$ cat config.mk
export PLATFORM = sky130hd
export DESIGN_NAME = adc_fifo_host_interface
export DESIGN_NICKNAME = d
export VERILOG_FILES = /design/src/hdl/adc_fifo_host_pkg.sv /design/src/hdl/adc_fifo_host_interface.sv
export SDC_FILE = /design/constraint.sdc
export NUM_CORES = 1
export LEC_CHECK = 0
export BUFFER_PORTS_ARGS = -buffer_cell sky130_fd_sc_hd__buf_2
export CORE_UTILIZATION = 50
export CTS_CLUSTER_SIZE = 12
export DETAILED_ROUTE_END_ITERATION = 8
export MAX_ROUTING_LAYER = met4
export PLACE_DENSITY_LB_ADDON = 0.1
export SLEW_MARGIN = 30
export SYNTH_ARGS = -nofsm -noshare
export SYNTH_HDL_FRONTEND = slang
export SYNTH_HIERARCHICAL = 1
export SYNTH_SLANG_ARGS = --single-unit
$ cat constraint.sdc
create_clock -name i_clock -period 1.9 [get_ports i_clock]
set_input_delay 0.095 -clock i_clock [delete_from_list [all_inputs] [get_ports i_clock]]
set_output_delay 0.095 -clock i_clock [all_outputs]
set_load 0.01 [all_outputs]
$ cat src/hdl/adc_fifo_host_pkg.sv
// constants shared by the converter back end: register layout, reset values, codes and trigger levels
//
// Overview of operation
// - single-ended binary: top FFFh, mid 800h, bottom 000h
// - single-ended twos complement: top 7FFh, mid 000h, bottom 800h
// - differential binary: +span FFFh, zero 800h, -span 000h
// - differential twos complement: +span 7FFh, zero 000h, -span 800h
// - sixteen-entry circular buffer, filled without host action
// - read pointer names the next location delivered
// - write pointer and trigger pointer are kept
// - samples stored in sweep order, block starts first channel
// - data-available fires when written count reaches trigger level
// - data-available is an active-low pulse per block
// - single input: trigger levels 1, 4, 8, 14
// - read strobe combines both selects and read
// - two 10-bit configuration registers
// - first register layout, bit 9 down to 0
// - second register layout, bit 9 down to 0
// - address 00 first, 01 second, bit 11 set reserved
// - test select active suppresses data-available
// - host access and draining work during power-down
package adc_fifo_host_pkg;

    // ------------------------------------------------------------
    // bus and register geometry
    // ------------------------------------------------------------
    localparam int DATA_W = 12;               // host data bus and sample width
    localparam int REG_W = 10;                // configuration register width
    localparam int ADDR_LO_BIT = 10;          // reg_select_lo on the data bus
    localparam int ADDR_HI_BIT = 11;          // reg_select_hi on the data bus
    localparam int SYNC_STAGES = 2;           // pin synchroniser depth
    localparam int BUFFER_DEPTH = 16;         // circular sample buffer entries
    localparam int STAGING_DEPTH = 32;        // staging fifo in front of the buffer

    // ------------------------------------------------------------
    // register address codes
    // ------------------------------------------------------------
    localparam logic [1:0] ADDR_SETUP = 2'h0;   // converter_setup_word
    localparam logic [1:0] ADDR_BUFFER = 2'h1;  // buffer_and_output_setup_word

    // ------------------------------------------------------------
    // converter_setup_word fields
    // ------------------------------------------------------------
    localparam int SETUP_REFSEL_BIT = 0;       // reference source select
    localparam int SETUP_MODE_BIT = 1;         // conversion mode
    localparam int SETUP_POWERDOWN_BIT = 2;    // powerdown
    localparam int SETUP_PICK_LO_BIT = 3;      // input_pick_lo
    localparam int SETUP_PICK_HI_BIT = 4;      // input_pick_hi
    localparam int SETUP_PAIR_LO_BIT = 5;      // balanced_pair_count_lo
    localparam int SETUP_PAIR_HI_BIT = 6;      // balanced_pair_count_hi
    localparam int SETUP_SWEEP_BIT = 7;        // auto-sweep enable
    localparam int SETUP_CHECK_LO_BIT = 8;     // selfcheck_sel_lo
    localparam int SETUP_CHECK_HI_BIT = 9;     // selfcheck_sel_hi
    localparam logic [9:0] SETUP_RESET = 10'h020;

    // ------------------------------------------------------------
    // buffer_and_output_setup_word fields
    // ------------------------------------------------------------
    localparam int BUF_SOFT_RESET_BIT = 0;     // reset, self clearing
    localparam int BUF_CLEAR_BIT = 1;          // overflow_buffer_clear, self clearing
    localparam int BUF_THR_LO_BIT = 2;         // fill_threshold_lo
    localparam int BUF_THR_HI_BIT = 3;         // fill_threshold_hi
    localparam int BUF_AV_TYPE_BIT = 4;        // data-available type
    localparam int BUF_AV_POL_BIT = 5;         // data-available polarity
    localparam int BUF_RW_BIT = 6;             // read/write select
    localparam int BUF_FORMAT_BIT = 7;         // output_code_format, 1 = twos complement
    localparam int BUF_OFFSET_BIT = 8;         // offset
    localparam int BUF_ECHO_BIT = 9;           // config_echo_enable
    localparam logic [9:0] BUF_RESET = 10'h000;
    localparam logic [9:0] BUF_SELF_CLEAR_MASK = 10'h003;

    // ------------------------------------------------------------
    // output codes and trigger levels
    // ------------------------------------------------------------
    localparam logic [11:0] TWOS_FLIP_MASK = 12'h800;  // offset binary to twos complement
    localparam logic [4:0] TRIG_LEVEL_0 = 5'h01;
    localparam logic [4:0] TRIG_LEVEL_1 = 5'h04;
    localparam logic [4:0] TRIG_LEVEL_2 = 5'h08;
    localparam logic [4:0] TRIG_LEVEL_3 = 5'h0E;

endpackage

$ cat src/hdl/adc_fifo_host_interface.sv
// sample fifo and host-side back end of the four-input converter
`timescale 1ns/1ps

// ------------------------------------------------------------
// generic fifo with pointer wrap, used as staging and as the circular buffer
// ------------------------------------------------------------
module sample_fifo #(
    parameter int WIDTH = 12,
    parameter int DEPTH = 32
) (
    input wire logic i_clock,
    input wire logic i_rst_n,
    input wire logic i_clear,
    input wire logic i_valid,
    output logic o_ready,
    input wire logic [WIDTH-1:0] i_data,
    output logic o_valid,
    input wire logic i_ready,
    output logic [WIDTH-1:0] o_data,
    output logic [$clog2(DEPTH)-1:0] o_wr_ptr,
    output logic [$clog2(DEPTH)-1:0] o_rd_ptr
);
    localparam int AW = $clog2(DEPTH);
    localparam logic [AW-1:0] LAST = AW'(DEPTH - 1);

    logic [WIDTH-1:0] mem [DEPTH];   // storage, no reset needed
    logic [AW-1:0] wr_ptr_q;         // next location written
    logic [AW-1:0] rd_ptr_q;         // next location read
    logic [AW:0] count_q;            // entries held
    logic [AW:0] count_d;
    logic ready_q;                   // registered not-full, so ready comes straight from a flop
    logic valid_q;                   // registered not-empty
    logic push;
    logic pop;

    assign push = i_valid && ready_q;
    assign pop = valid_q && i_ready;
    assign o_ready = ready_q;
    assign o_valid = valid_q;
    assign o_data = mem[rd_ptr_q];
    assign o_wr_ptr = wr_ptr_q;
    assign o_rd_ptr = rd_ptr_q;

    // occupancy after this cycle's traffic
    always_comb begin
        count_d = count_q;
        if (push && !pop) begin
            count_d = count_q + (AW+1)'(1);
        end else if (pop && !push) begin
            count_d = count_q - (AW+1)'(1);
        end
    end

    // storage write; clear only moves pointers, data may stay
    always_ff @(posedge i_clock) begin
        if (push) begin
            mem[wr_ptr_q] <= i_data;
        end
    end

    // pointers step by one and wrap from the last entry to zero
    always_ff @(posedge i_clock or negedge i_rst_n) begin
        if (!i_rst_n) begin
            wr_ptr_q <= '0;
            rd_ptr_q <= '0;
        end else if (i_clear) begin
            wr_ptr_q <= '0;
            rd_ptr_q <= '0;
        end else begin
            if (push) begin
                wr_ptr_q <= (wr_ptr_q == LAST) ? '0 : wr_ptr_q + AW'(1);
            end
            if (pop) begin
                rd_ptr_q <= (rd_ptr_q == LAST) ? '0 : rd_ptr_q + AW'(1);
            end
        end
    end

    // occupancy, not-full and not-empty flags
    always_ff @(posedge i_clock or negedge i_rst_n) begin
        if (!i_rst_n) begin
            count_q <= '0;
            ready_q <= 1'b1;
            valid_q <= 1'b0;
        end else if (i_clear) begin
            count_q <= '0;
            ready_q <= 1'b1;
            valid_q <= 1'b0;
        end else begin
            count_q <= count_d;
            ready_q <= (count_d != (AW+1)'(DEPTH));
            valid_q <= (count_d != '0);
        end
    end
endmodule // sample_fifo

// ------------------------------------------------------------
// top: host strobes, configuration registers, buffer and data-available
// ------------------------------------------------------------
module adc_fifo_host_interface
    import adc_fifo_host_pkg::*;
(
    input wire logic i_clock,
    input wire logic i_rst_n,
    input wire logic i_select_a_n,                // first chip select, pin
    input wire logic i_select_b,                  // second chip select, pin
    input wire logic i_read_n,                    // read strobe pin
    input wire logic i_write_n,                   // write strobe pin
    input wire logic [DATA_W-1:0] i_data,         // data bus, as seen at the pins
    output logic [DATA_W-1:0] o_data,             // data bus drive value
    output logic o_data_oe,                       // high while the block drives the bus
    output logic o_sample_block_ready_n,          // data-available pulse
    input wire logic i_sample_valid,              // converter result, same clock
    input wire logic [DATA_W-1:0] i_sample_code,  // offset binary result
    output logic o_sample_ready,                  // staging can take a result
    output logic [REG_W-1:0] o_converter_setup    // setup word to the analog side
);
    // ------------------------------------------------------------
    // pin synchronisers
    // ------------------------------------------------------------
    logic [SYNC_STAGES-1:0] sel_a_n_sync;   // one shift chain per pin
    logic [SYNC_STAGES-1:0] sel_b_sync;
    logic [SYNC_STAGES-1:0] rd_n_sync;
    logic [SYNC_STAGES-1:0] wr_n_sync;
    logic [DATA_W-1:0] data_meta_q;          // first stage, only the second reads it
    logic [DATA_W-1:0] data_sync_q;

    // two flops per pin before any logic sees them
    always_ff @(posedge i_clock or negedge i_rst_n) begin
        if (!i_rst_n) begin
            sel_a_n_sync <= '1;
            sel_b_sync <= '0;
            rd_n_sync <= '1;
            wr_n_sync <= '1;
            data_meta_q <= '0;
            data_sync_q <= '0;
        end else begin
            sel_a_n_sync <= {sel_a_n_sync[SYNC_STAGES-2:0], i_select_a_n};
            sel_b_sync <= {sel_b_sync[SYNC_STAGES-2:0], i_select_b};
            rd_n_sync <= {rd_n_sync[SYNC_STAGES-2:0], i_read_n};
            wr_n_sync <= {wr_n_sync[SYNC_STAGES-2:0], i_write_n};
            data_meta_q <= i_data;
            data_sync_q <= data_meta_q;
        end
    end

    // ------------------------------------------------------------
    // strobe decode
    // ------------------------------------------------------------
    logic selected;        // both selects in their active state
    logic read_active;     // internal read strobe
    logic write_active;    // internal write strobe
    logic read_prev_q;     // for edge detect on the synchronised strobe
    logic write_prev_q;
    logic read_rise;
    logic write_rise;

    assign selected = !sel_a_n_sync[SYNC_STAGES-1] && sel_b_sync[SYNC_STAGES-1];
    assign read_active = selected && !rd_n_sync[SYNC_STAGES-1];
    assign write_active = selected && !wr_n_sync[SYNC_STAGES-1];
    assign read_rise = read_active && !read_prev_q;
    assign write_rise = write_active && !write_prev_q;

    // remember last strobe levels; one access per strobe, however long it lasts
    always_ff @(posedge i_clock or negedge i_rst_n) begin
        if (!i_rst_n) begin
            read_prev_q <= 1'b0;
            write_prev_q <= 1'b0;
        end else begin
            read_prev_q <= read_active;
            write_prev_q <= write_active;
        end
    end

    // ------------------------------------------------------------
    // configuration registers
    // ------------------------------------------------------------
    logic [REG_W-1:0] setup_q;     // converter_setup_word
    logic [REG_W-1:0] buffer_q;    // buffer_and_output_setup_word, self-clearing bits held zero
    logic [1:0] wr_addr;           // reg_select_hi, reg_select_lo
    logic [REG_W-1:0] wr_value;
    logic clear_q;                 // one-cycle buffer clear
    logic soft_reset;

    assign wr_addr = {data_sync_q[ADDR_HI_BIT], data_sync_q[ADDR_LO_BIT]};
    assign wr_value = data_sync_q[REG_W-1:0];
    assign soft_reset = write_rise && (wr_addr == ADDR_BUFFER) && wr_value[BUF_SOFT_RESET_BIT];

    // register writes; reserved addresses are dropped without effect
    always_ff @(posedge i_clock or negedge i_rst_n) begin
        if (!i_rst_n) begin
            setup_q <= SETUP_RESET;
            buffer_q <= BUF_RESET;
        end else if (soft_reset) begin
            setup_q <= SETUP_RESET;
            buffer_q <= BUF_RESET;
        end else if (write_rise && (wr_addr == ADDR_SETUP)) begin
            setup_q <= wr_value;
        end else if (write_rise && (wr_addr == ADDR_BUFFER)) begin
            buffer_q <= wr_value & ~BUF_SELF_CLEAR_MASK;
        end
    end

    // buffer clear pulse from either self-clearing bit of the second word
    always_ff @(posedge i_clock or negedge i_rst_n) begin
        if (!i_rst_n) begin
            clear_q <= 1'b0;
        end else begin
            clear_q <= write_rise && (wr_addr == ADDR_BUFFER) && (wr_value[BUF_CLEAR_BIT] || soft_reset);
        end
    end

    // setup word to the analog side, straight from the register
    assign o_converter_setup = setup_q;

    // ------------------------------------------------------------
    // staging fifo and circular buffer
    // ------------------------------------------------------------
    logic stage_valid;
    logic [DATA_W-1:0] stage_data;
    logic circ_ready;
    logic circ_valid;
    logic [DATA_W-1:0] circ_data;
    logic [$clog2(BUFFER_DEPTH)-1:0] circ_wr_ptr;   // next slot; last written is one behind
    logic [$clog2(BUFFER_DEPTH)-1:0] circ_rd_ptr;   // next slot delivered to the host
    logic circ_push;
    logic circ_pop;

    // staging absorbs bursts while the host is slow; its ready is the converter's stall
    sample_fifo #(
        .WIDTH(DATA_W),
        .DEPTH(STAGING_DEPTH)
    ) u_staging (
        .i_clock(i_clock),
        .i_rst_n(i_rst_n),
        .i_clear(1'b0),
        .i_valid(i_sample_valid),
        .o_ready(o_sample_ready),
        .i_data(i_sample_code),
        .o_valid(stage_valid),
        .i_ready(circ_ready),
        .o_data(stage_data),
        .o_wr_ptr(),
        .o_rd_ptr()
    );

    // results enter in arrival order, which is the sweep order
    sample_fifo #(
        .WIDTH(DATA_W),
        .DEPTH(BUFFER_DEPTH)
    ) u_circular (
        .i_clock(i_clock),
        .i_rst_n(i_rst_n),
        .i_clear(clear_q),
        .i_valid(stage_valid),
        .o_ready(circ_ready),
        .i_data(stage_data),
        .o_valid(circ_valid),
        .i_ready(read_rise),
        .o_data(circ_data),
        .o_wr_ptr(circ_wr_ptr),
        .o_rd_ptr(circ_rd_ptr)
    );

    assign circ_push = stage_valid && circ_ready;
    assign circ_pop = circ_valid && read_rise;

    // ------------------------------------------------------------
    // trigger pointer and data-available pulse
    // ------------------------------------------------------------
    logic [4:0] trig_level;     // values per block
    logic [4:0] trig_count_q;   // trigger pointer: values written since last block
    logic trig_fire;
    logic selfcheck_on;
    logic ready_n_q;

    // only the single-input level set is decoded; other input counts reuse it
    always_comb begin
        case ({buffer_q[BUF_THR_HI_BIT], buffer_q[BUF_THR_LO_BIT]})
            2'h0: trig_level = TRIG_LEVEL_0;
            2'h1: trig_level = TRIG_LEVEL_1;
            2'h2: trig_level = TRIG_LEVEL_2;
            default: trig_level = TRIG_LEVEL_3;
        endcase
    end

    assign trig_fire = circ_push && ((trig_count_q + 5'h01) >= trig_level);
    assign selfcheck_on = setup_q[SETUP_CHECK_HI_BIT] || setup_q[SETUP_CHECK_LO_BIT];

    // count written values; restart on each block and on buffer clear
    always_ff @(posedge i_clock or negedge i_rst_n) begin
        if (!i_rst_n) begin
            trig_count_q <= '0;
        end else if (clear_q) begin
            trig_count_q <= '0;
        end else if (trig_fire) begin
            trig_count_q <= '0;
        end else if (circ_push) begin
            trig_count_q <= trig_count_q + 5'h01;
        end
    end

    // one-cycle low pulse per block, held high while a test input is selected
    always_ff @(posedge i_clock or negedge i_rst_n) begin
        if (!i_rst_n) begin
            ready_n_q <= 1'b1;
        end else begin
            ready_n_q <= !(trig_fire && !selfcheck_on);
        end
    end

    assign o_sample_block_ready_n = ready_n_q;

    // ------------------------------------------------------------
    // host read path
    // ------------------------------------------------------------
    logic [DATA_W-1:0] fmt_mask;
    logic [DATA_W-1:0] data_q;
    logic oe_q;

    // straight binary is the native code; twos complement flips the top bit
    assign fmt_mask = buffer_q[BUF_FORMAT_BIT] ? TWOS_FLIP_MASK : '0;

    // latch one sample per read strobe; powerdown does not gate this
    always_ff @(posedge i_clock or negedge i_rst_n) begin
        if (!i_rst_n) begin
            data_q <= '0;
        end else if (circ_pop) begin
            data_q <= circ_data ^ fmt_mask;
        end
    end

    // drive the bus while the read strobe is active
    always_ff @(posedge i_clock or negedge i_rst_n) begin
        if (!i_rst_n) begin
            oe_q <= 1'b0;
        end else begin
            oe_q <= read_active;
        end
    end

    assign o_data = data_q;
    assign o_data_oe = oe_q;
endmodule // adc_fifo_host_interface

==> out/summary.md <==
* **Chip Height** 233 µm
* **final design utilization** 62.3%
* **htree depth** 3
* **number of buffers between clock root and the deepest sink** 3
* **Crit path depth** 7
* **synthesized-area fraction occupied by xor and xnor cells** 0.393%
* **quantity of I/O buffers inserted on ports** 55
* **number of synthesized flops with an enable pin** 576
* **number of distinct library cells after synthesis** 63
* **cell with the most instances after synthesis** sky130_fd_sc_hd__edfxtp_1
* **complex-gate fraction of the synthesized area** 4.00%
* **Mapped Area** 0.0268 mm²
* **initial core utilization** 50.7%
* **Max Clock Skew** 29.1 ps
* **top area cells in the synthesized netlist** sky130_fd_sc_hd__edfxtp_1 65%, sky130_fd_sc_hd__mux4_2 10%, sky130_fd_sc_hd__dfrtp_1 8.3%, sky130_fd_sc_hd__mux2i_1 3.6%, sky130_fd_sc_hd__nand2_1 1.1%
* **Clk Tree Root Cell** sky130_fd_sc_hd__clkbuf_16
* **crit-path most repeated cell** sky130_fd_sc_hd__buf_12
* **nets@finish** 1754
* **Die ar.** 0.0545 mm²
* **total number of vias** 14000
* **cell-by-cell trace of the critical path** buf_12 > buf_12 > buf_12 > mux4_2 > mux2i_1 > o22ai_2 > or2_4
* **number of antenna violations at the first check in global routing** 2
* **highest clock frequency the design can meet** 426 MHz
* **path type of the worst min-delay path** input pin to flop
* **core area** 0.0528 mm²
* **area fraction in and, or, nand and nor cells after synthesis** 4.54%
* **share of the synthesized area in the top cell type** 64.6%
* **critical path peak fanout** 8
* **IO Pins** 56
* **CTS buffer count** 71
* **last weighted congestion value of the routability-driven placer** 0.811
* **Crit path largest cell delay** 530 ps
* **fin worst setup slack** -448 ps
* **clock transition at the register clock pins on the worst setup and hold paths after CTS** 60 ps
* **cell row count** 84
* **clk sinks** 675
* **number of failing hold endpoints at the final stage** 0
* **global-route wire length before repair** 86900 µm
* **Initial DRC Count** 1149
* **worst rel slew slack** 53.7%
* **combined global-route utilization of all metal layers** 22.8%
* **DRT Wirelength** 60800 µm
* **global-route congestion overflow total** 0
* **PD cells** 1320 mW/mm²
* **RSZ-0062 raised after global routing** yes
* **Setup CP Type** flop to flop
* **number of max-capacitance violations reported** 0
* **Final Total Pwr** 43400 µW
* **share of synthesized flip-flops with an asynchronous set or reset** 14.7%
* **number of vias per cell** 5.75
* **cell type of the slowest stage on the worst timing path** sky130_fd_sc_hd__dfrtp_4
* **fraction of the mapped netlist area in adder cells** 0.982%
* **number of slew-limit violations in the final report** 0
* **data arrival time of the critical path** 2680 ps
* **endpoint class of the critical path** flop
* **number of global-route vias before repair** 14000
* **synthesized flop and latch total** 675
* **reported leakage power** 0.0113 µW
* **post-detailed-route count of antenna-violating nets** 0
* **post-synthesis mux area share** 14.3%
* **insertion delay to the later sink of the worst-skew pair** 610 ps
* **number of optimization iterations in the first detailed-route pass** 7
* **Avg Synthesized Cell Area** 18.9 µm²
* **gate count of the mapped netlist** 1414
* **required time of the critical path** 2230 ps
* **TritonCTS clock tree** yes
* **Worst Hold Path Cells** 1
* **top flip-flop cell by instance count after synthesis** sky130_fd_sc_hd__edfxtp_1
* **crit share post-route** 124%
* **routed length per placed instance** 24.9 µm
* **result of the run** finished with violations
* **cell types with the highest counts after synthesis** 576 x sky130_fd_sc_hd__edfxtp_1, 120 x sky130_fd_sc_hd__mux4_2, 97 x sky130_fd_sc_hd__mux2i_1
* **Post-Synthesis Net Count** 1466
* **largest family of logic cells by synthesized area** multiplexers
* **part of the Yosys area used for sequential elements** 73.9%
* **largest area contributor in the synthesized netlist** sky130_fd_sc_hd__edfxtp_1
* **Max rail drop VDD** 686 µV
* **worst path bufs/invs** 3
* **violated checks** design-rule violations, negative setup slack
* **drc violations** 8
* **largest net degree at the start of global routing** 55
* **Area growth syn-to-layout** 22.7%
* **share of final-layout standard cells stronger than drive strength 1** 35.3%
* **length in cells of the worst reg-to-reg path** 7
* **nature of the critical path startpoint** flop
* **Min Clock Period, post-route** 2350 ps
* **crit-path leading delay family** multiplexers
* **Chip Width** 233 µm
* **Slew @ Worst Pin** 694 ps
* **endpoints failing setup** 203
* **HPWL Detailed** 35900 µm
* **Yosys Warn Count** 6
## cell type report
| class | count | area, µm² |
|---|---|---|
| well taps | 688 | 861 |
| repair buffers | 277 | 2950 |
| flip-flops and latches | 675 | 19800 |
| multi-input cells | 664 | 7070 |
| diodes | 1 | 2.50 |
| fillers | 3741 | 19900 |
| clock buffers | 103 | 1980 |
| inverters | 13 | 48.8 |
| clock inverters | 20 | 138 |
## worst reg2reg max path: stages (launching register included)
cell                      delay (ps)
sky130_fd_sc_hd__dfrtp_4         530
sky130_fd_sc_hd__buf_12          170
sky130_fd_sc_hd__buf_12          140
sky130_fd_sc_hd__buf_12          140
sky130_fd_sc_hd__mux4_2          410
sky130_fd_sc_hd__mux2i_1         170
sky130_fd_sc_hd__o22ai_2         160
sky130_fd_sc_hd__or2_4           350
## timing repair
item / CTS / global route
pin swaps: 4 / 53
setup buffers: 0 / 44
hold endpoints to repair: 109 / 0
hold buffers: 19 / 0
cloned: 2 / 11
gates resized for setup: 12 / 125
setup endpoints to repair: 213 / 607
## worst paths after layout
check	startpoint	endpoint	slack [ps]
setup / recovery	u_staging/o_rd_ptr[0]	u_circular/mem[2][8]	-450
hold reg to reg	data_meta_q[0]	data_sync_q[0]	350
hold / removal	i_sample_code[9]	u_staging/mem[1][9]	40
max in group asynchronous	i_rst_n	u_circular/o_rd_ptr[0]	1300
setup reg to reg	u_staging/o_rd_ptr[0]	u_circular/mem[2][8]	-450
min in group asynchronous	i_rst_n	o_sample_block_ready_n	70
## cell families after synthesis
logic type,count (synthesis)
adders and majority gates,21
AOI/OAI and AO/OA,147
other,1
and+or+nand+nor,246
muxes,229
DFF,675
buffers and inverters,83
xor gates and xnor gates,12
## layout by cell type (no fill, tap or decap), types with 10 or more instances in the layout
master	netlist	final
sky130_fd_sc_hd__edfxtp_1	576	576
sky130_fd_sc_hd__buf_4	10	120
sky130_fd_sc_hd__mux4_2	120	120
sky130_fd_sc_hd__dfrtp_1	89	81
sky130_fd_sc_hd__nand2_1	81	78
sky130_fd_sc_hd__clkbuf_16	0	78
sky130_fd_sc_hd__mux2i_1	97	75
sky130_fd_sc_hd__buf_12	0	65
sky130_fd_sc_hd__nor2_1	62	58
sky130_fd_sc_hd__buf_2	24	55
sky130_fd_sc_hd__a21oi_1	32	31
sky130_fd_sc_hd__clkbuf_1	21	27
sky130_fd_sc_hd__o21ai_0	31	23
sky130_fd_sc_hd__a221oi_2	17	22
sky130_fd_sc_hd__or2_4	0	20
sky130_fd_sc_hd__dlygate4sd3_1	0	18
sky130_fd_sc_hd__ha_1	21	16
sky130_fd_sc_hd__mux2i_2	0	16
sky130_fd_sc_hd__and2_1	17	15
sky130_fd_sc_hd__inv_1	13	13
sky130_fd_sc_hd__o22ai_1	26	13
sky130_fd_sc_hd__nand3_1	11	11
sky130_fd_sc_hd__buf_6	10	11
sky130_fd_sc_hd__clkinv_1	0	10
sky130_fd_sc_hd__dfstp_2	10	10
## report_power, final
group	total (µW)	leakage, µW	switching, µW	internal (µW)
Combinational	12300	0.00384	6040	6280
Sequential	18300	0.00640	622	17700
Clock	12800	0.00102	5400	7360
## flip-flops by register name (all words and copies together) (netlist names), 2 cells and up
signal / flops
u_staging/count_q: 6
data_meta_q: 12
o_data: 12
sel_b_sync: 2
buffer_q: 3
o_converter_setup: 10
u_circular/o_wr_ptr: 4
u_circular/o_rd_ptr: 4
u_staging/o_rd_ptr: 5
u_staging/o_wr_ptr: 5
u_circular/mem: 192
wr_n_sync: 2
rd_n_sync: 2
sel_a_n_sync: 2
data_sync_q: 12
u_staging/mem: 384
trig_count_q: 5
u_circular/count_q: 5
## metal layers
layer	up-vias	GRT usage (%)	wire length, µm
met1	7376	29.6	25500
li1	6249	-	-
met3	82	3.74	2930
met2	330	37.3	31100
met4	0	6.94	1270
met5	-	-	0
## stage by stage
stage / setup WS, ps / setup TNS [ps] / hold WS (ps) / cell area, µm² / instances
final: -448 / -74820 / 35.0 / 32900 / 2441
after global routing: -501 / -85780 / 55.7 / 32900 / 2441
after CTS: -449 / -81290 / 26.7 / 31800 / 2386
after detailed placement: -513 / -83670 / 25.4 / 29400 / 2242
after global placement: -530 / -82190 / 20.6 / 29400 / 2242
after floorplan: -163 / -76180 / -201 / 26900 / 1414
No activity file was read; power rests on OpenSTA's default activity.
